<file path="src/txdma_pkg.sv">
// shared constants and types for the transmit descriptor dma
package txdma_pkg;
  localparam logic [7:0] ctrl_addr = 8'h00;
  localparam logic [7:0] qptr_addr = 8'h04;
  localparam logic [7:0] stat_addr = 8'h08;
  localparam logic [7:0] cfg_addr = 8'h0C;
  localparam logic [7:0] link_addr = 8'h10;
  localparam int ctrl_tx_en = 3;
  localparam int ctrl_start = 9;
  localparam int ctrl_halt = 10;
  localparam int stat_go = 3;
  localparam int cfg_pause_en = 0;
  localparam int d_used = 31;
  localparam int d_wrap = 30;
  localparam int d_retry = 29;
  localparam int d_under = 28;
  localparam int d_exhaust = 27;
  localparam int d_nocrc = 16;
  localparam int d_last = 15;
  localparam int len_w = 11;
  localparam int max_bufs = 128;
  localparam int ring_max = 1024;
  localparam int min_frame = 64;
  localparam logic [1:0] resp_okay = 2'h0;
  localparam logic [1:0] resp_slverr = 2'h2;
  localparam logic [31:0] desc_step = 32'h0000_0008;
  localparam logic [31:0] word_step = 32'h0000_0004;
  typedef struct packed {
    logic req;
    logic wr;
    logic [31:0] addr;
    logic [31:0] wdata;
  } mem_req_t;
  typedef struct packed {
    logic ack;
    logic err;
    logic [31:0] rdata;
  } mem_rsp_t;
  typedef struct packed {
    logic valid;
    logic last;
    logic [1:0] nbytes;
    logic [31:0] data;
  } tx_word_t;
  typedef struct packed {
    logic done;
    logic collision;
    logic retry_limit;
    logic late;
  } mac_ev_t;
endpackage

</file>
<file path="src/mac_tx_descriptor_dma.sv">
// transmit buffer descriptor walker with axi4-lite control registers
//
// The AXI4-Lite interface to the registers and the placing of the registers were chosen for this implementation.
`timescale 1ns/10ps
module mac_tx_descriptor_dma (
  input wire logic ref_clk,
  input wire logic rst_n,
  input wire logic [7:0] s_awaddr,
  input wire logic s_awvalid,
  output logic s_awready,
  input wire logic [31:0] s_wdata,
  input wire logic [3:0] s_wstrb,
  input wire logic s_wvalid,
  output logic s_wready,
  output logic [1:0] s_bresp,
  output logic s_bvalid,
  input wire logic s_bready,
  input wire logic [7:0] s_araddr,
  input wire logic s_arvalid,
  output logic s_arready,
  output logic [31:0] s_rdata,
  output logic [1:0] s_rresp,
  output logic s_rvalid,
  input wire logic s_rready,
  output txdma_pkg::mem_req_t mem_req,
  input wire txdma_pkg::mem_rsp_t mem_rsp,
  output txdma_pkg::tx_word_t tx_word,
  input wire logic tx_ready,
  input wire txdma_pkg::mac_ev_t mac_ev,
  input wire logic pause_active,
  output logic transmit_error_out
);
  import txdma_pkg::*;

  // ****************************************
  // types and state
  // ****************************************
  typedef enum {s_idle, s_desc0, s_desc1, s_data, s_push, s_wait, s_wback, s_err} st_t;
  st_t state;
  logic [31:0] qbase;
  logic [31:0] qptr;
  logic [31:0] fptr;
  logic [9:0] fcount;
  logic [9:0] count;
  logic tx_go;
  logic tx_en;
  logic pause_en;
  logic halt_pend;
  logic [31:0] buf_addr;
  logic [31:0] ctl_word;
  logic [31:0] first_ctl;
  logic [len_w-1:0] remain;
  logic in_frame;
  logic [7:0] nbuf;
  logic [31:0] fifo_word;
  logic [31:0] err_bits;
  logic [31:0] last_status;
  logic aw_hold;
  logic w_hold;
  logic [7:0] aw_q;
  logic [31:0] w_q;
  logic [3:0] strb_q;
  logic wr_fire;
  logic wr_ctrl;
  logic wr_qptr;

  // next descriptor address, wrapping on bit or ring count
  function automatic logic [31:0] adv(input logic [31:0] p, input logic [31:0] c,
      input logic [9:0] n, input logic [31:0] base);
    if (c[d_wrap] || n == 10'(ring_max - 1)) begin
      adv = base;
    end else begin
      adv = p + desc_step;
    end
  endfunction

  function automatic logic [9:0] adv_n(input logic [31:0] c, input logic [9:0] n);
    if (c[d_wrap] || n == 10'(ring_max - 1)) begin
      adv_n = 10'h000;
    end else begin
      adv_n = n + 10'h001;
    end
  endfunction

  // ****************************************
  // axi4-lite write path
  // ****************************************
  assign wr_fire = aw_hold && w_hold && !s_bvalid;

  always_ff @(posedge ref_clk or negedge rst_n) begin
    if (!rst_n) begin
      aw_hold <= 1'b0;
      w_hold <= 1'b0;
      aw_q <= 8'h00;
      w_q <= 32'h0000_0000;
      strb_q <= 4'h0;
      s_awready <= 1'b0;
      s_wready <= 1'b0;
      s_bvalid <= 1'b0;
      s_bresp <= resp_okay;
    end else begin
      s_awready <= !aw_hold && !s_awready;
      s_wready <= !w_hold && !s_wready;
      if (s_awvalid && s_awready) begin
        aw_hold <= 1'b1;
        aw_q <= s_awaddr;
        s_awready <= 1'b0;
      end
      if (s_wvalid && s_wready) begin
        w_hold <= 1'b1;
        w_q <= s_wdata;
        strb_q <= s_wstrb;
        s_wready <= 1'b0;
      end
      if (wr_fire) begin
        aw_hold <= 1'b0;
        w_hold <= 1'b0;
        s_bvalid <= 1'b1;
        s_bresp <= (aw_q == ctrl_addr || aw_q == qptr_addr || aw_q == cfg_addr
          || aw_q == stat_addr || aw_q == link_addr) ? resp_okay : resp_slverr;
      end else if (s_bvalid && s_bready) begin
        s_bvalid <= 1'b0;
      end
    end
  end

  assign wr_ctrl = wr_fire && aw_q == ctrl_addr;
  assign wr_qptr = wr_fire && aw_q == qptr_addr && strb_q == 4'hF;

  // control and configuration bits
  always_ff @(posedge ref_clk or negedge rst_n) begin
    if (!rst_n) begin
      tx_en <= 1'b0;
      pause_en <= 1'b0;
      qbase <= 32'h0000_0000;
    end else begin
      if (wr_ctrl && strb_q[0]) begin
        tx_en <= w_q[ctrl_tx_en];
      end
      if (wr_fire && aw_q == cfg_addr && strb_q[0]) begin
        pause_en <= w_q[cfg_pause_en];
      end
      if (wr_qptr) begin
        qbase <= {w_q[31:2], 2'b00};
      end
    end
  end

  // ****************************************
  // axi4-lite read path
  // ****************************************
  always_ff @(posedge ref_clk or negedge rst_n) begin
    if (!rst_n) begin
      s_arready <= 1'b0;
      s_rvalid <= 1'b0;
      s_rdata <= 32'h0000_0000;
      s_rresp <= resp_okay;
    end else begin
      s_arready <= !s_rvalid && !s_arready;
      if (s_arvalid && s_arready) begin
        s_arready <= 1'b0;
        s_rvalid <= 1'b1;
        s_rresp <= resp_okay;
        if (s_araddr == ctrl_addr) begin
          s_rdata <= 32'(tx_en) << ctrl_tx_en;
        end else if (s_araddr == qptr_addr) begin
          s_rdata <= qptr;
        end else if (s_araddr == stat_addr) begin
          s_rdata <= 32'(tx_go) << stat_go;
        end else if (s_araddr == cfg_addr) begin
          s_rdata <= 32'(pause_en) << cfg_pause_en;
        end else if (s_araddr == link_addr) begin
          s_rdata <= last_status;
        end else begin
          s_rdata <= 32'h0000_0000;
          s_rresp <= resp_slverr;
        end
      end else if (s_rvalid && s_rready) begin
        s_rvalid <= 1'b0;
      end
    end
  end

  // ****************************************
  // transmit-go and halt
  // ****************************************
  always_ff @(posedge ref_clk or negedge rst_n) begin
    if (!rst_n) begin
      tx_go <= 1'b0;
      halt_pend <= 1'b0;
    end else begin
      if (wr_ctrl && strb_q[1] && w_q[ctrl_halt]) begin
        halt_pend <= 1'b1;
      end
      if (wr_ctrl && strb_q[1] && w_q[ctrl_start]
          && (tx_en || (strb_q[0] && w_q[ctrl_tx_en]))) begin
        tx_go <= 1'b1;
        halt_pend <= 1'b0;
      end
      // halt only lands between frames
      if (halt_pend && !in_frame) begin
        tx_go <= 1'b0;
        halt_pend <= 1'b0;
      end
      // stop causes win over a same-cycle start
      if (wr_qptr || (wr_ctrl && strb_q[0] && !w_q[ctrl_tx_en])) begin
        tx_go <= 1'b0;
        halt_pend <= 1'b0;
      end
      if ((state == s_desc1 && mem_rsp.ack && mem_rsp.rdata[d_used]) || state == s_err) begin
        tx_go <= 1'b0;
      end
    end
  end

  // ****************************************
  // descriptor walker
  // ****************************************
  always_ff @(posedge ref_clk or negedge rst_n) begin
    if (!rst_n) begin
      state <= s_idle;
      qptr <= 32'h0000_0000;
      fptr <= 32'h0000_0000;
      count <= 10'h000;
      fcount <= 10'h000;
      buf_addr <= 32'h0000_0000;
      ctl_word <= 32'h0000_0000;
      first_ctl <= 32'h0000_0000;
      remain <= '0;
      in_frame <= 1'b0;
      nbuf <= 8'h00;
      fifo_word <= 32'h0000_0000;
      err_bits <= 32'h0000_0000;
      last_status <= 32'h0000_0000;
      mem_req <= '0;
      tx_word <= '0;
      transmit_error_out <= 1'b0;
    end else begin
      transmit_error_out <= 1'b0;
      if (tx_word.valid && tx_ready) begin
        tx_word.valid <= 1'b0;
      end
      case (state)
        s_idle: begin
          // pause only holds off new frames
          if (tx_go && !halt_pend && !(pause_en && pause_active)) begin
            mem_req <= '{req: 1'b1, wr: 1'b0, addr: qptr, wdata: 32'h0000_0000};
            state <= s_desc0;
          end
          if (wr_qptr || (wr_ctrl && strb_q[0] && !w_q[ctrl_tx_en])) begin
            qptr <= wr_qptr ? {w_q[31:2], 2'b00} : qbase;
            count <= 10'h000;
            mem_req.req <= 1'b0;
            state <= s_idle;
          end
        end
        s_desc0: begin
          if (mem_rsp.ack) begin
            buf_addr <= mem_rsp.rdata;
            mem_req.addr <= qptr + word_step;
            state <= s_desc1;
          end
        end
        s_desc1: begin
          if (mem_rsp.ack) begin
            ctl_word <= mem_rsp.rdata;
            remain <= mem_rsp.rdata[len_w-1:0];
            if (mem_rsp.rdata[d_used]) begin
              mem_req.req <= 1'b0;
              if (in_frame) begin
                err_bits <= (32'h1 << d_exhaust) | (32'h1 << d_under);
                state <= s_err;
              end else begin
                state <= s_idle;
              end
            end else begin
              if (!in_frame) begin
                first_ctl <= mem_rsp.rdata;
                fptr <= qptr;
                fcount <= count;
              end
              in_frame <= 1'b1;
              nbuf <= (in_frame ? nbuf : 8'h00) + 8'h01;
              mem_req.addr <= mem_rsp.rdata[len_w-1:0] == '0 ? mem_req.addr : buf_addr;
              mem_req.req <= mem_rsp.rdata[len_w-1:0] != '0;
              state <= mem_rsp.rdata[len_w-1:0] != '0 ? s_data : s_push;
            end
          end
        end
        s_data: begin
          if (mem_rsp.ack) begin
            mem_req.req <= 1'b0;
            fifo_word <= mem_rsp.rdata;
            if (mem_rsp.err) begin
              err_bits <= 32'h1 << d_under;
              state <= s_err;
            end else begin
              state <= s_push;
            end
          end
        end
        s_push: begin
          if (!tx_word.valid || tx_ready) begin
            if (remain == '0) begin
              qptr <= adv(qptr, ctl_word, count, qbase);
              count <= adv_n(ctl_word, count);
              if (ctl_word[d_last] || nbuf == 8'(max_bufs)) begin
                // zero-length last buffer still closes the frame
                tx_word <= '{valid: 1'b1, last: 1'b1, nbytes: 2'h0, data: 32'h0};
                state <= s_wait;
              end else begin
                mem_req <= '{req: 1'b1, wr: 1'b0, addr: adv(qptr, ctl_word, count, qbase),
                  wdata: 32'h0000_0000};
                state <= s_desc0;
              end
            end else begin
              tx_word <= '{valid: 1'b1, last: 1'b0, nbytes: remain > 11'd4 ? 2'h0 : remain[1:0],
                data: fifo_word};
              remain <= remain > 11'd4 ? remain - 11'd4 : '0;
              buf_addr <= buf_addr + word_step;
              if (remain > 11'd4) begin
                mem_req <= '{req: 1'b1, wr: 1'b0, addr: buf_addr + word_step,
                  wdata: 32'h0000_0000};
                state <= s_data;
              end
            end
          end
        end
        s_wait: begin
          // mac pads to 64 bytes unless no-crc is in the last buffer
          if (mac_ev.collision) begin
            qptr <= fptr;
            count <= fcount;
            in_frame <= 1'b0;
            mem_req <= '{req: 1'b1, wr: 1'b0, addr: fptr, wdata: 32'h0000_0000};
            state <= s_desc0;
          end else if (mac_ev.retry_limit || mac_ev.late) begin
            err_bits <= mac_ev.retry_limit ? 32'h1 << d_retry : 32'h1 << d_under;
            state <= s_err;
          end else if (mac_ev.done) begin
            mem_req <= '{req: 1'b1, wr: 1'b1, addr: fptr + word_step,
              wdata: first_ctl | (32'h1 << d_used)};
            last_status <= first_ctl | (32'h1 << d_used);
            state <= s_wback;
          end
        end
        s_wback: begin
          if (mem_rsp.ack) begin
            mem_req.req <= 1'b0;
            in_frame <= 1'b0;
            state <= s_idle;
          end
        end
        s_err: begin
          // bad fcs forced by the mac while strobed; a stalled word drains first
          if (!tx_word.valid || tx_ready) begin
            transmit_error_out <= 1'b1;
            tx_word <= '{valid: 1'b1, last: 1'b1, nbytes: 2'h0, data: 32'h0};
            last_status <= first_ctl | err_bits | (32'h1 << d_used);
            qptr <= qbase;
            count <= 10'h000;
            in_frame <= 1'b0;
            mem_req <= '{req: 1'b1, wr: 1'b1, addr: fptr + word_step,
              wdata: first_ctl | err_bits | (32'h1 << d_used)};
            state <= s_wback;
          end
        end
        default: begin
          state <= s_idle;
        end
      endcase
    end
  end
  // pad to min_frame and no-crc are left to the mac at the end token
endmodule // mac_tx_descriptor_dma

</file>
<file path="config.mk">
export PLATFORM = sky130hd
export DESIGN_NAME = mac_tx_descriptor_dma
export DESIGN_NICKNAME = d
export VERILOG_FILES = /design/src/txdma_pkg.sv /design/src/mac_tx_descriptor_dma.sv
export SDC_FILE = /design/constraint.sdc
export NUM_CORES = 1
export LEC_CHECK = 0
export BUFFER_PORTS_ARGS = -buffer_cell sky130_fd_sc_hd__buf_4
export CAP_MARGIN = 20
export CORE_ASPECT_RATIO = 1.4
export CORE_MARGIN = 2
export CORE_UTILIZATION = 35
export CTS_BUF_LIST = sky130_fd_sc_hd__clkbuf_4
export DETAILED_ROUTE_END_ITERATION = 7
export PLACE_DENSITY = 0.54
export SLEW_MARGIN = 20
export SYNTH_ARGS = -nofsm -noshare
export SYNTH_HDL_FRONTEND = slang
export SYNTH_SLANG_ARGS = --single-unit
export TNS_END_PERCENT = 50
</file>
<file path="constraint.sdc">
create_clock -name ref_clk -period 4.06 [get_ports ref_clk]
set_clock_uncertainty 0.05 [all_clocks]
set_input_delay 0.203 -clock ref_clk [delete_from_list [all_inputs] [get_ports ref_clk]]
set_output_delay 0.203 -clock ref_clk [all_outputs]
set_load 0.02 [all_outputs]
</file>
==> results of run 1 <==
## power breakdown
group / internal (uW) / switching [uW]
clock network: 2100 / 2010
registers: 6460 / 2230
logic: 4600 / 6180
## worst reg2reg max path, cell delays in order (launching register included)
cell                            delay, ns
sky130_fd_sc_hd__dfrtp_2             0.55
sky130_fd_sc_hd__clkinv_1            0.46
sky130_fd_sc_hd__or3_1               0.74
sky130_fd_sc_hd__a211oi_1            0.51
sky130_fd_sc_hd__o21ai_0             0.15
sky130_fd_sc_hd__a21oi_1             0.15
sky130_fd_sc_hd__a221o_1             0.13
sky130_fd_sc_hd__dlygate4sd3_1       0.56
## layer usage
layer	track usage (%)	share of wire [%]	vias up
met5	0	0	-
met1	32.9	42	10900
met3	3.53	5.9	185
li1	-	-	10200
met2	41.3	47	987
met4	13.3	4.8	0
## state kept, by name, summed over array words and instances, names as in the netlist, 11 cells and up
name and count:
fptr 32, qptr 32, remain 11, buf_addr 32, last_status 32, fifo_word 32, w_q 31, s_rdata 32
qbase 32, first_ctl 31, tx_word 36, mem_req 65
## worst min path at each step
stage | slack, ns | to
6_report | 0.09 | w_q[23]$_DFFE_PN0P_
5_1_grt | 0.05 | w_q[23]$_DFFE_PN0P_
4_1_cts | 0.002 | w_q[23]$_DFFE_PN0P_
3_5_place_dp | 0.28 | aw_q[0]$_DFFE_PN0P_
3_3_place_gp | 0.27 | aw_q[0]$_DFFE_PN0P_
2_1_floorplan | -0.14 | aw_hold$_DFFE_PN0P_
## cell usage after synthesis, types with 30 or more instances
cell,count
sky130_fd_sc_hd__o21ai_0,132
sky130_fd_sc_hd__clkbuf_1,144
sky130_fd_sc_hd__nand4_1,41
sky130_fd_sc_hd__mux2i_1,52
sky130_fd_sc_hd__inv_1,31
sky130_fd_sc_hd__nor3_1,53
sky130_fd_sc_hd__nand3_1,57
sky130_fd_sc_hd__xor2_1,34
sky130_fd_sc_hd__nand2_1,317
sky130_fd_sc_hd__nor4_1,31
sky130_fd_sc_hd__a221oi_1,49
sky130_fd_sc_hd__xnor2_1,45
sky130_fd_sc_hd__or3_1,30
sky130_fd_sc_hd__a21oi_1,118
sky130_fd_sc_hd__a22o_1,80
sky130_fd_sc_hd__a31oi_1,40
sky130_fd_sc_hd__dfrtp_1,461
sky130_fd_sc_hd__mux2_2,173
sky130_fd_sc_hd__buf_2,37
sky130_fd_sc_hd__nor2_1,197
## area by class of cell
type	count	area, sq um	area share, %
sequential	461	11500	37.7
multi-input combinational	1815	12000	39.1
clock inverter	33	193	0.630
timing repair buffer	500	4300	14.0
inverter	32	120	0.393
clock buffer	176	1320	4.32
tap	928	1160	3.79
antenna	1	2.50	0.00818
## cell families after synthesis
family | Yosys count
AND/OR/NAND/NOR | 871
AO/OA/AOI/OAI | 629
flip-flops | 461
buffers and inverters | 240
XOR/XNOR | 79
adder cells (fa/ha/maj) | 9
other | 1
multiplexers | 225
## repair_timing
| item | in CTS | in global routing |
|---|---|---|
| setup buffers | 0 | 0 |
| hold buffers | 177 | 0 |
| hold endpoints to repair | 597 | 0 |
| resized for setup | 0 | 0 |
## layout by cell type (no fill, tap or decap), types with 41 or more instances in the layout
master,instances
sky130_fd_sc_hd__a221oi_1,49
sky130_fd_sc_hd__dlygate4sd3_1,176
sky130_fd_sc_hd__nand3_1,55
sky130_fd_sc_hd__nor3_1,53
sky130_fd_sc_hd__nand2_1,316
sky130_fd_sc_hd__clkbuf_4,176
sky130_fd_sc_hd__buf_4,316
sky130_fd_sc_hd__mux2i_1,51
sky130_fd_sc_hd__xnor2_1,45
sky130_fd_sc_hd__nand4_1,41
sky130_fd_sc_hd__o21ai_0,131
sky130_fd_sc_hd__nor2_1,195
sky130_fd_sc_hd__mux2_2,173
sky130_fd_sc_hd__a22o_1,80
sky130_fd_sc_hd__dfrtp_1,459
sky130_fd_sc_hd__a21oi_1,117
## stage by stage
stage / worst slack (ns) / power (uW) / hold WS [ns]
2_1_floorplan: 1.36 / 14800 / -0.143
6_report: 0.660 / 23600 / 0.0886
5_1_grt: 0.601 / 25000 / 0.0528
4_1_cts: 0.758 / 23600 / 0.00182
3_5_place_dp: 0.923 / 19100 / 0.282
3_3_place_gp: 0.907 / 18900 / 0.270
==> impl_results.rst, run 1 <==
.. list-table::
   :header-rows: 1

   * - Metric
     - Value
   * - Status
     - finished clean
   * - WHS Path Cells
     - 3
   * - Count of clock tree sinks
     - 461
   * - Leftover overflow at the end of global routing
     - 0
   * - Post-synthesis share of cell area spent on xor and xnor gates
     - 2.84%
   * - Total core area
     - 0.0690 sq mm
   * - Largest family of logic cells by synthesized area
     - compound AO/OA/AOI/OAI gates
   * - Per-instance average area after synthesis
     - 9.69 sq um
   * - Number of violations reported at the end of detailed-routing iteration 0
     - 1767
   * - H-tree levels
     - 3
   * - Vias
     - 22200
   * - Port-buffer cells
     - 239
   * - FF-to-FF Start
     - state[1]$_DFFE_PN0P_
   * - Number of synthesized flops with an enable pin
     - 0
   * - Count of distinct cell types in the synthesized netlist
     - 92
   * - Fill cells
     - 6748
   * - Lkg Pwr
     - 0.0135 uW
   * - Gp weighted congestion
     - 0.953
   * - CTS root buf
     - sky130_fd_sc_hd__clkbuf_4
   * - Post-synthesis share of cell area spent on full adders, half adders and majority gates
     - 0.462%
   * - Number of nets in the final layout
     - 3039
   * - Flops & latches, synth
     - 461
   * - Crit Path Class
     - in2reg
   * - Cell Pwr Density
     - 771 mW/mm^2
   * - Post-layout utilization of the core
     - 44.3%
   * - Sequential cell area fraction in the yosys report
     - 47.3%
   * - Initial Utilization
     - 35.3%
   * - Crit path depth
     - 9
   * - Clock insertion delay at the later pin of the skew report
     - 0.92 ns
   * - Number of endpoints failing setup at the final stage
     - 0
   * - First drt pass iteration count
     - 6
   * - Pin count of the biggest net entering global routing
     - 102
   * - Wire length of the first global-routing pass
     - 138 mm
   * - Number of I/O pins
     - 243
   * - Ys Warns
     - 0
   * - Remaining antenna violation count
     - 0
   * - Peak ir drop on the vdd network
     - 0.364 mV
   * - Cell count after placement
     - 3559
   * - Fraction of post-synthesis cell area in the top cell type by area
     - 47.3%
   * - Clock input transition at the sequential cells of the worst setup and hold paths
     - 0.07 ns
   * - Placed wire-length estimate after detailed placement
     - 65.3 mm
   * - Max-Cap Viols
     - 0
   * - Number of standard cells in the final layout excluding fillers
     - 3946
   * - Proportion of register bits with asynchronous set or reset after synthesis
     - 100%
   * - Num CTS Buffers
     - 121
   * - Cell family contributing the most delay on the critical path
     - buffers and inverters
   * - Vias in the first global route
     - 21900
   * - Fraction of the mapped netlist area in compound gates
     - 17.9%
   * - Post-route cell area
     - 0.0306 sq mm
   * - Critical path data required time
     - 4.80 ns
   * - Post-synth top flop
     - sky130_fd_sc_hd__dfrtp_1
   * - Fmax
     - 294 MHz
   * - Total cell area at the placement stage
     - 0.0273 sq mm
   * - Y dimension of the die
     - 316 microns
   * - Unrepaired setup endpoints after global routing
     - false
   * - Buf/Inv on CP
     - 4
   * - Library cell appearing most often on the critical path
     - sky130_fd_sc_hd__dlygate4sd3_1
   * - Die span in x
     - 227 microns
   * - Cell types occupying the most area after synthesis
     - sky130_fd_sc_hd__dfrtp_1 (47%), sky130_fd_sc_hd__mux2_2 (8.0%), sky130_fd_sc_hd__nand2_1 (4.9%)
   * - Multiplexer area fraction after synthesis
     - 10.1%
   * - Final Hold Violating Endpoints
     - 0
   * - Crit path largest cell delay
     - 0.64 ns
   * - Cell type contributing the most total cell area after synthesis
     - sky130_fd_sc_hd__dfrtp_1
   * - Number of cells traversed by the worst register-to-register path
     - 7
   * - Simple-gate portion of the synthesized area
     - 17.3%
   * - Antenna violations before repair
     - 5
   * - Slew at the pin closest to its max-slew limit
     - 1.04 ns
   * - Crit share post-route
     - 83.7%
   * - Maximum clock path buffer count
     - 3
   * - Source of the worst hold timing path
     - s_wdata[23]
   * - Area of the mapped netlist
     - 0.0244 sq mm
   * - Start point of the critical path
     - mem_rsp[10]
   * - Tightest Hold Check Type
     - in2reg
   * - Maximum fanout count along the critical path
     - 4
   * - Syn Inst Count
     - 2515
   * - Library cell contributing the largest single delay on the critical path
     - sky130_fd_sc_hd__nor4_1
   * - Area Growth Syn to Fin
     - 25.5%
   * - Cell breakdown of the critical path
     - dlygate4sd3_1, dlygate4sd3_1, buf_4, or4_1, nor4_1, a211oi_1, or4_1, mux2_2, dlygate4sd3_1
   * - Capturing point of the worst reg2reg path
     - state[1]$_DFFE_PN0P_
   * - Cell row count
     - 114
   * - TritonCTS clock tree
     - done
   * - Share of layout cells above drive strength 1
     - 24.3%
   * - DRC violation count after routing
     - 0
   * - Type of element capturing the critical path
     - flop
   * - Startpoint class of the critical path
     - input pin
   * - Final Routed Wirelength
     - 91.8 mm
   * - Setup TNS after final layout
     - 0 ns
   * - Total routing resource utilization after global routing
     - 25.4%
   * - Max-slew headroom at the worst pin
     - 29.3%
   * - Slew Viols, Final
     - 0
   * - Avg Vias per Cell
     - 5.63
   * - Reg2reg setup slack
     - 0.70 ns
   * - End of the critical path
     - state[0]$_DFFE_PN0P_
   * - Post-detailed-route wirelength per cell
     - 23.3 microns
   * - Clock period minus final worst setup slack
     - 3.40 ns
   * - Data arrival, critical path
     - 4.14 ns
   * - Total Die Area
     - 0.0718 sq mm
(Power assumes the default switching activity.)
==> run 2, diff against run 1 <==
Settings changed: ABC_AREA from default to 1, PLACE_DENSITY 0.54 to 0.56.
Clock period 4.06 ns to 2.7 ns, I/O delays scaled along.
==> run 2 against run 1 <==
Highest routed layer unchanged. Final cell count grew 25%. Sequential share of layout area shrank 1.9 points. Register-to-register slack lost 0.53 ns. Via count grew 14%. Final area grew 5.4%. Synthesized cell count grew 30%. Sequential power grew 30%. Die area shrank 0.24%. Critical path type unchanged. Global-route usage grew 3.9 points. Total power grew 33%. Utilization grew 2.5 points. Combinational power grew 30%.
==> impl_results.rst, run 2 <==
.. list-table::
   :header-rows: 1

   * - Metric
     - Value
   * - Number of I/O pins
     - 243 (unchanged)
   * - Port-buffer cells
     - 239 (unchanged)
   * - Status
     - finished clean
   * - Flops & latches, synth
     - 461 (unchanged)
   * - Unrepaired setup endpoints after global routing
     - false
   * - Post-synth top flop
     - sky130_fd_sc_hd__dfrtp_1
   * - Cell types occupying the most area after synthesis
     - sky130_fd_sc_hd__dfrtp_1 (47%), sky130_fd_sc_hd__nand2_1 (17%), sky130_fd_sc_hd__o21ai_0 (6.6%)
   * - Number of violations reported at the end of detailed-routing iteration 0
     - 1884 (+6.6%)
   * - Y dimension of the die
     - 316 microns (-0.12%)
   * - Leftover overflow at the end of global routing
     - 0 (unchanged)
   * - Clock insertion delay at the later pin of the skew report
     - 1.01 ns (+0.09 ns)
   * - Internal cell power
     - 17200 uW (+31%)
   * - Gp weighted congestion
     - 1.01 (+6.5%)
   * - Maximum clock path buffer count
     - 3 (unchanged)
   * - Post-detailed-route wirelength per cell
     - 21.3 microns (-8.3%)
   * - Type of element capturing the critical path
     - flop
   * - Avg Vias per Cell
     - 5.15 (-8.6%)
   * - Number of endpoints failing setup at the final stage
     - 0 (unchanged)
   * - Slew Viols, Final
     - 0 (unchanged)
   * - H-tree levels
     - 3 (unchanged)
   * - Cell Pwr Density
     - 969 mW/mm^2 (+26%)
   * - Proportion of register bits with asynchronous set or reset after synthesis
     - 100% (unchanged)
   * - Number of synthesized flops with an enable pin
     - 0 (unchanged)
   * - Die span in x
     - 227 microns (-0.12%)
   * - Tightest Hold Check Type
     - in2reg
   * - Pin count of the biggest net entering global routing
     - 68 (-33%)
   * - Share of layout cells above drive strength 1
     - 15.7% (-8.6 points)
   * - Final Hold Violating Endpoints
     - 0 (unchanged)
   * - Antenna violations before repair
     - 4 (-1)
   * - Synth top cells by count
     - sky130_fd_sc_hd__nand2_1 (1109), sky130_fd_sc_hd__dfrtp_1 (461), sky130_fd_sc_hd__nor2_1 (323), sky130_fd_sc_hd__o21ai_0 (323), sky130_fd_sc_hd__inv_1 (253)
   * - Count of distinct cell types in the synthesized netlist
     - 56 (-39%)
   * - Data arrival, critical path
     - 3.39 ns (-0.75 ns)
   * - Cell type contributing the most total cell area after synthesis
     - sky130_fd_sc_hd__dfrtp_1
   * - Clock period minus final worst setup slack
     - 2.56 ns
   * - Sequential power share
     - 36.0% (-0.9 points)
   * - Largest registers
     - mem_req x65, tx_word x36
   * - Dominant cell by count in the synthesized netlist
     - sky130_fd_sc_hd__nand2_1
   * - Maximum fanout count along the critical path
     - 12 (+8)
   * - Initial Utilization
     - 35.3% (about the same)
   * - Max-Cap Viols
     - 0 (unchanged)
   * - DRC violation count after routing
     - 0 (unchanged)
   * - Number of nets in the final layout
     - 4012 (+32%)
   * - TritonCTS clock tree
     - done
   * - Fraction of post-synthesis cell area in the top cell type by area
     - 47.4% (+0.11 points)
   * - Total routing resource utilization after global routing
     - 29.3% (+3.9 points)
   * - Total Die Area
     - 0.0717 sq mm (-0.24%)
   * - Per-instance average area after synthesis
     - 7.43 sq um (-23%)
   * - Fmax
     - 391 MHz
   * - Area of the mapped netlist
     - 0.0243 sq mm (-0.24%)
   * - Slew at the pin closest to its max-slew limit
     - 0.657 ns (-0.383 ns)
   * - Wire length of the first global-routing pass
     - 156 mm (+13%)
   * - Setup TNS after final layout
     - 0 ns (unchanged)
   * - Crit Path Class
     - in2reg
   * - Post-placement setup slack
     - 0.0590 ns (-0.864 ns)
   * - Placed wire-length estimate after detailed placement
     - 77.6 mm (+19%)
   * - Final Routed Wirelength
     - 105 mm (+14%)
   * - Num CTS Buffers
     - 118 (-2.5%)
   * - Crit share post-route
     - 94.6%
   * - Max-slew headroom at the worst pin
     - 56.1% (+27 points)
   * - First drt pass iteration count
     - 6 (unchanged)
   * - CTS root buf
     - sky130_fd_sc_hd__clkbuf_4
   * - Crit path setup slack, layout
     - 0.145 ns (-0.516 ns)
   * - Peak ir drop on the vdd network
     - 0.565 mV (+56%)
   * - Area Growth Syn to Fin
     - 32.6%
   * - Sequential cell area fraction in the yosys report
     - 47.4% (+0.11 points)
   * - Top library cells by usage in the layout, fill and taps aside
     - sky130_fd_sc_hd__nand2_1 (1106), sky130_fd_sc_hd__dfrtp_1 (459), sky130_fd_sc_hd__buf_4 (354)
   * - Clock input transition at the sequential cells of the worst setup and hold paths
     - 0.08 ns (about the same)
   * - Lkg Pwr
     - 0.0156 uW (+15%)
   * - Switching pwr
     - 14100 uW (+35%)
   * - Remaining antenna violation count
     - 0 (unchanged)
   * - Startpoint class of the critical path
     - input pin
   * - Critical path data required time
     - 3.54 ns (-1.26 ns)
   * - Combinational cell fraction of total power
     - 44.7% (-1.0 points)
   * - Vias
     - 25300 (+14%)
   * - Syn Inst Count
     - 3274 (+30%)
   * - Cell row count
     - 114 (unchanged)
   * - Register ranked first by flip-flop count
     - mem_req
   * - Switching part of the total power
     - 45.1% (+0.89 points)
   * - Ys Warns
     - 0 (unchanged)
   * - Count of clock tree sinks
     - 461 (unchanged)
   * - Clk pwr share
     - 19.3% (+1.9 points)
   * - Vias in the first global route
     - 24800 (+14%)
   * - Total core area
     - 0.0689 sq mm (-0.21%)
   * - Flip-flop count of the largest register after layout
     - 65 (unchanged)
   * - Most common library cell in the layout ignoring fill and taps
     - sky130_fd_sc_hd__nand2_1
-- run 2: cell count changes after synthesis, sizes merged, moves of 30 or more --
cell,delta
a221oi,-42
clkbuf,-63
or3,-30
nand3,+138
mux2,-173
a22o,-41
a31oi,-36
xnor2,-39
inv,+238
mux2i,-52
nand2,+799
o21ai,+198
nor2,+137
-- run 2: path summary, 6_finish.rpt --
kind	from	end	slack (ns)	cells past startpoint
min in group asynchronous	rst_n	buf_addr[9]$_DFFE_PN0P_	0.40	4
min	mem_rsp[30]	first_ctl[30]$_DFFE_PN0P_	0.09	4
max reg2reg	state[1]$_DFFE_PN0P_	err_bits[28]$_DFFE_PN0P_	0.17	9
min reg2reg	s_wready$_DFF_PN0_	s_wready$_DFF_PN0_	0.41	1
max	s_araddr[2]	s_rdata[4]$_DFFE_PN0P_	0.14	14
max in group asynchronous	rst_n	tx_word[16]$_DFFE_PN0P_	1.68	5
-- run 2: repair_timing --
action                                  in CTS  in global routing
resized for setup                            1                  9
hold buffers                               274                  0
endpoints found under the hold margin      759                  0
pin swaps                                    0                  0
buffers inserted                             0                  5
endpoints found under the setup margin       1                 27
gates cloned                                 0                  1
-- run 2: worst max-delay path, stage by stage --
cell and delay [ns]:
sky130_fd_sc_hd__dlygate4sd3_1 0.53, sky130_fd_sc_hd__buf_4 0.11, sky130_fd_sc_hd__inv_1 0.05, sky130_fd_sc_hd__nand2_1 0.07, sky130_fd_sc_hd__nor2_1 0.03, sky130_fd_sc_hd__dlygate4sd3_1 0.56
sky130_fd_sc_hd__nand2_1 0.06, sky130_fd_sc_hd__dlygate4sd3_1 0.63, sky130_fd_sc_hd__clkinvlp_4 0.26, sky130_fd_sc_hd__nand2_1 0.17, sky130_fd_sc_hd__o21ai_0 0.11, sky130_fd_sc_hd__nand2_1 0.08
sky130_fd_sc_hd__dlygate4sd3_1 0.55, sky130_fd_sc_hd__nand2_1 0.05
-- run 2: cells by family (layout without fill, tap and decap cells) --
group | count (synthesis) | after routing | share of synthesized area, %
adder cells (fa/ha/maj) | 9 | 9 | 0.463
other | 1 | 4 | 0.0154
buffers and inverters | 420 | 1128 | 7.12
flip-flops | 461 | 461 | 47.4
XOR/XNOR | 44 | 44 | 1.58
AO/OA/AOI/OAI | 594 | 594 | 14.0
AND/OR/NAND/NOR | 1745 | 1745 | 29.4
-- run 2: metal layers --
| metal | wire (microns) | track usage, % |
|---|---|---|
| met1 | 42300 | 36.0 |
| met2 | 51100 | 49.4 |
| met3 | 5660 | 3.85 |
| met4 | 5750 | 16.4 |
| met5 | 0 | 0 |
-- run 2: per-stage QoR --
stage          hold slack, ns  cell area [sq um]  total power (uW)  instances  utilization (%)
2_1_floorplan          -0.211              24300             18200       3275                -
3_3_place_gp           0.0567              28000             24100       4432             40.6
3_5_place_dp           0.0665              28000             24200       4432             40.6
4_1_cts               0.00590              32200             31200       4905             46.7
5_1_grt                0.0662              32300             33300       4913             46.8
6_report               0.0890              32300             31300       4913             46.8
-- run 2: power groups by stage --
stage / Sequential [uW] / Clock [uW] / Combinational [uW]
2_1_floorplan: 11000 / 0 / 7160
3_3_place_gp: 11300 / 0 / 12700
3_5_place_dp: 11300 / 0 / 12900
4_1_cts: 11200 / 6240 / 13800
5_1_grt: 11500 / 6600 / 15200
6_report: 11300 / 6050 / 14000
-- run 2: layout make-up --
type / instances / area (sq um)
Antenna cell: 2 / 5.00
Clock buffer: 165 / 1240
Clock inverter: 34 / 219
Fill cell: 6995 / 36600
Inverter: 272 / 1040
Multi-Input combinational cell: 2394 / 11100
Sequential cell: 461 / 11500
Tap cell: 928 / 1160
Timing Repair Buffer: 656 / 5970
Timing Repair inverter: 1 / 5.00
==> run 3, diff against run 2 <==
Settings changed: CORE_ASPECT_RATIO 1.4 to default.
==> run 3 against run 2 <==
Clock power increased by 11%. Sequential power about the same. Utilization up 0.38 points. Hold slack better by 0.033 ns. Count of clock-buffer cells in the layout grew 29. Sequential cell count stayed put. Maximum frequency fell by 5.8%. Final cell count grew 0.77%. The run now ends with setup timing left. Total power grew 2.6%. Largest power group unchanged. Combinational power is essentially flat. Largest cell class unchanged. Critical path depth unchanged.
==> impl_results.rst, run 3 (synthesized netlist as in run 2, its figures left out) <==
.. list-table::
   :header-rows: 1

   * - Metric
     - Value
   * - Crit path largest cell delay
     - 0.58 ns (-0.05 ns)
   * - Flip-flop count of the largest register after layout
     - 65 (unchanged)
   * - Wire length of the first global-routing pass
     - 156 mm (about the same)
   * - Slew at the pin closest to its max-slew limit
     - 0.652 ns (-0.00460 ns)
   * - Library cell contributing the largest single delay on the critical path
     - sky130_fd_sc_hd__dlygate4sd3_1
   * - Post-route cell area
     - 0.0324 sq mm (+0.54%)
   * - Count of clock tree sinks
     - 461 (unchanged)
   * - Buf/Inv on CP
     - 7 (unchanged)
   * - Antenna violations before repair
     - 4 (unchanged)
   * - Crit path setup slack, layout
     - -0.0137 ns (-0.158 ns)
   * - Total routing resource utilization after global routing
     - 29.4% (+0.092 points)
   * - Lkg Pwr
     - 0.0157 uW (+0.75%)
   * - Vias
     - 25700 (+1.6%)
   * - Total cell area at the placement stage
     - 0.0279 sq mm (-0.10%)
   * - First drt pass iteration count
     - 6 (unchanged)
   * - Post-layout utilization of the core
     - 47.2% (+0.38 points)
   * - Clock period minus final worst setup slack
     - 2.71 ns (+0.158 ns)
   * - Pin count of the biggest net entering global routing
     - 79 (+16%)
   * - Area Growth Syn to Fin
     - 33.4%
   * - Library cell appearing most often on the critical path
     - sky130_fd_sc_hd__dlygate4sd3_1
   * - Leftover overflow at the end of global routing
     - 0 (unchanged)
   * - DRC violation count after routing
     - 0 (unchanged)
   * - Crit share post-route
     - 101% (+5.9 points)
   * - CTS root buf
     - sky130_fd_sc_hd__clkbuf_4
   * - Fmax
     - 369 MHz (-5.8%)
   * - Number of violations reported at the end of detailed-routing iteration 0
     - 2555 (+36%)
   * - Startpoint class of the critical path
     - input pin
   * - WHS Path Cells
     - 4 (unchanged)
   * - Number of cells traversed by the worst register-to-register path
     - 7 (-2)
   * - Type of element capturing the critical path
     - flop
   * - Total core area
     - 0.0687 sq mm (-0.27%)
   * - Maximum fanout count along the critical path
     - 3 (-9)
   * - Post-CTS setup buffer count
     - 0 (unchanged)
   * - Clock insertion delay at the later pin of the skew report
     - 0.98 ns (-0.03 ns)
   * - Critical path data required time
     - 3.51 ns (-0.03 ns)
   * - Port-buffer cells
     - 239 (unchanged)
   * - Y dimension of the die
     - 268 microns (-15%)
   * - Number of I/O pins
     - 243 (unchanged)
   * - Total Die Area
     - 0.0716 sq mm (about the same)
   * - Post-detailed-route wirelength per cell
     - 21.4 microns (about the same)
   * - Cell row count
     - 96 (-16%)
   * - Largest registers
     - mem_req x65, tx_word x36
   * - Number of endpoints failing setup at the final stage
     - 1 (+1)
   * - Register ranked first by flip-flop count
     - mem_req
   * - Final Routed Wirelength
     - 106 mm (+0.87%)
   * - Vias in the first global route
     - 24800 (-0.13%)
   * - Crit path depth
     - 14 (unchanged)
   * - Status
     - finished, violations left
   * - Max-Cap Viols
     - 0 (unchanged)
   * - TritonCTS clock tree
     - done
   * - Data arrival, critical path
     - 3.52 ns (+0.13 ns)
   * - Placed wire-length estimate after detailed placement
     - 76.9 mm (-0.91%)
   * - Initial Utilization
     - 35.4% (+0.096 points)
   * - Peak ir drop on the vdd network
     - 0.618 mV (+9.4%)
   * - Clock input transition at the sequential cells of the worst setup and hold paths
     - 0.06 ns (-0.02 ns)
   * - Slew Viols, Final
     - 0 (unchanged)
   * - Violated checks
     - setup timing
   * - Tightest Hold Check Type
     - in2reg
   * - Number of nets in the final layout
     - 4030 (+0.45%)
   * - Remaining antenna violation count
     - 0 (unchanged)
   * - Maximum clock path buffer count
     - 3 (unchanged)
   * - Cell Pwr Density
     - 989 mW/mm^2 (+2.1%)
   * - Gp weighted congestion
     - 1.01 (-0.26%)
   * - Top library cells by usage in the layout, fill and taps aside
     - sky130_fd_sc_hd__nand2_1 (1104), sky130_fd_sc_hd__dfrtp_1 (458), sky130_fd_sc_hd__buf_4 (360)
   * - Most common library cell in the layout ignoring fill and taps
     - sky130_fd_sc_hd__nand2_1
   * - Crit Path Class
     - in2reg
   * - H-tree levels
     - 4 (+1)
   * - Cell breakdown of the critical path
     - dlygate4sd3_1, buf_4, dlygate4sd3_1, inv_1, nand4_1, nor3_1, buf_4, nor2_1, dlygate4sd3_1, nand2_2, o211ai_1, nand3_1, dlygate4sd3_1, nand2_1
   * - Final Hold Violating Endpoints
     - 0 (unchanged)
   * - Avg Vias per Cell
     - 5.19 (+0.79%)
   * - Max-slew headroom at the worst pin
     - 56.3% (+0.18 points)
   * - Cell family contributing the most delay on the critical path
     - buffers and inverters
   * - Share of layout cells above drive strength 1
     - 16.3% (+0.60 points)
   * - Num CTS Buffers
     - 137 (+16%)
   * - Die span in x
     - 268 microns (+18%)
run 3: cell count changes in the layout (fill, tap and decap cells not counted), sizes merged, moves of 2 or more:
cell	change
clkbuf	+30
clkinv	-2
diode	+3
dlygate4sd3	-2
inv	+3
run 3: path summary, 6_finish.rpt:
path,slack (ns),to,start
worst max-delay path,-0.01,mem_req[65]$_DFFE_PN0P_,mem_rsp[5]
worst min-delay path,0.12,tx_word[35]$_DFF_PN0_,tx_ready
worst min register to register,0.40,s_wready$_DFF_PN0_,s_wready$_DFF_PN0_
worst max register to register,0.10,w_q[11]$_DFFE_PN0P_,s_wready$_DFF_PN0_
max in group asynchronous,1.63,buf_addr[3]$_DFFE_PN0P_,rst_n
min in group asynchronous,0.40,fptr[18]$_DFFE_PN0P_,rst_n
run 3: routing by layer:
metal	global-route usage [%]	share of wire [%]	up-vias
li1	-	-	12100
met1	39.7	44	12400
met2	46.3	46	998
met3	5.42	6.9	203
met4	12.0	3.6	0
met5	0	0	-
run 3: what timing repair did:
action | in CTS | in global routing
endpoints found under the hold margin | 749 | 0
resized for setup | 0 | 14
hold buffers | 273 | 0
setup endpoints to repair | 0 | 100
run 3: final cells by class:
cell class | instances | area [sq um]
Sequential cell | 461 | 11500
Multi-Input combinational cell | 2394 | 11100
Inverter | 272 | 1040
Antenna cell | 5 | 12.5
Fill cell | 7013 | 36300
Clock buffer | 194 | 1460
Timing Repair Buffer | 656 | 5920
Tap cell | 931 | 1160
Clock inverter | 38 | 213
run 3: where the power goes:
group,internal (uW),leakage (uW),switching [uW]
registers,9120,0.00606,2040
clock network,3410,0.000990,3280
logic,5120,0.00868,9120
run 3: worst min-delay path: cells and delay by family:
kind | cells | cell delay (ns)
AND/OR/NAND/NOR | 2 | 0.30
buffers and inverters | 2 | 0.61
run 3: metrics by stage:
step / instances / setup TNS [ns] / setup slack, ns / total power, uW / hold WS (ns)
2_1_floorplan: 3275 / 0 / 0.804 / 18200 / -0.211
3_3_place_gp: 4440 / 0 / 0.202 / 24100 / 0.148
3_5_place_dp: 4440 / 0 / 0.130 / 24100 / 0.143
4_1_cts: 4945 / 0 / 0.0291 / 31900 / 0.000516
5_1_grt: 4948 / -0.0237 / -0.0113 / 34100 / 0.0598
6_report: 4951 / -0.0137 / -0.0137 / 32100 / 0.122
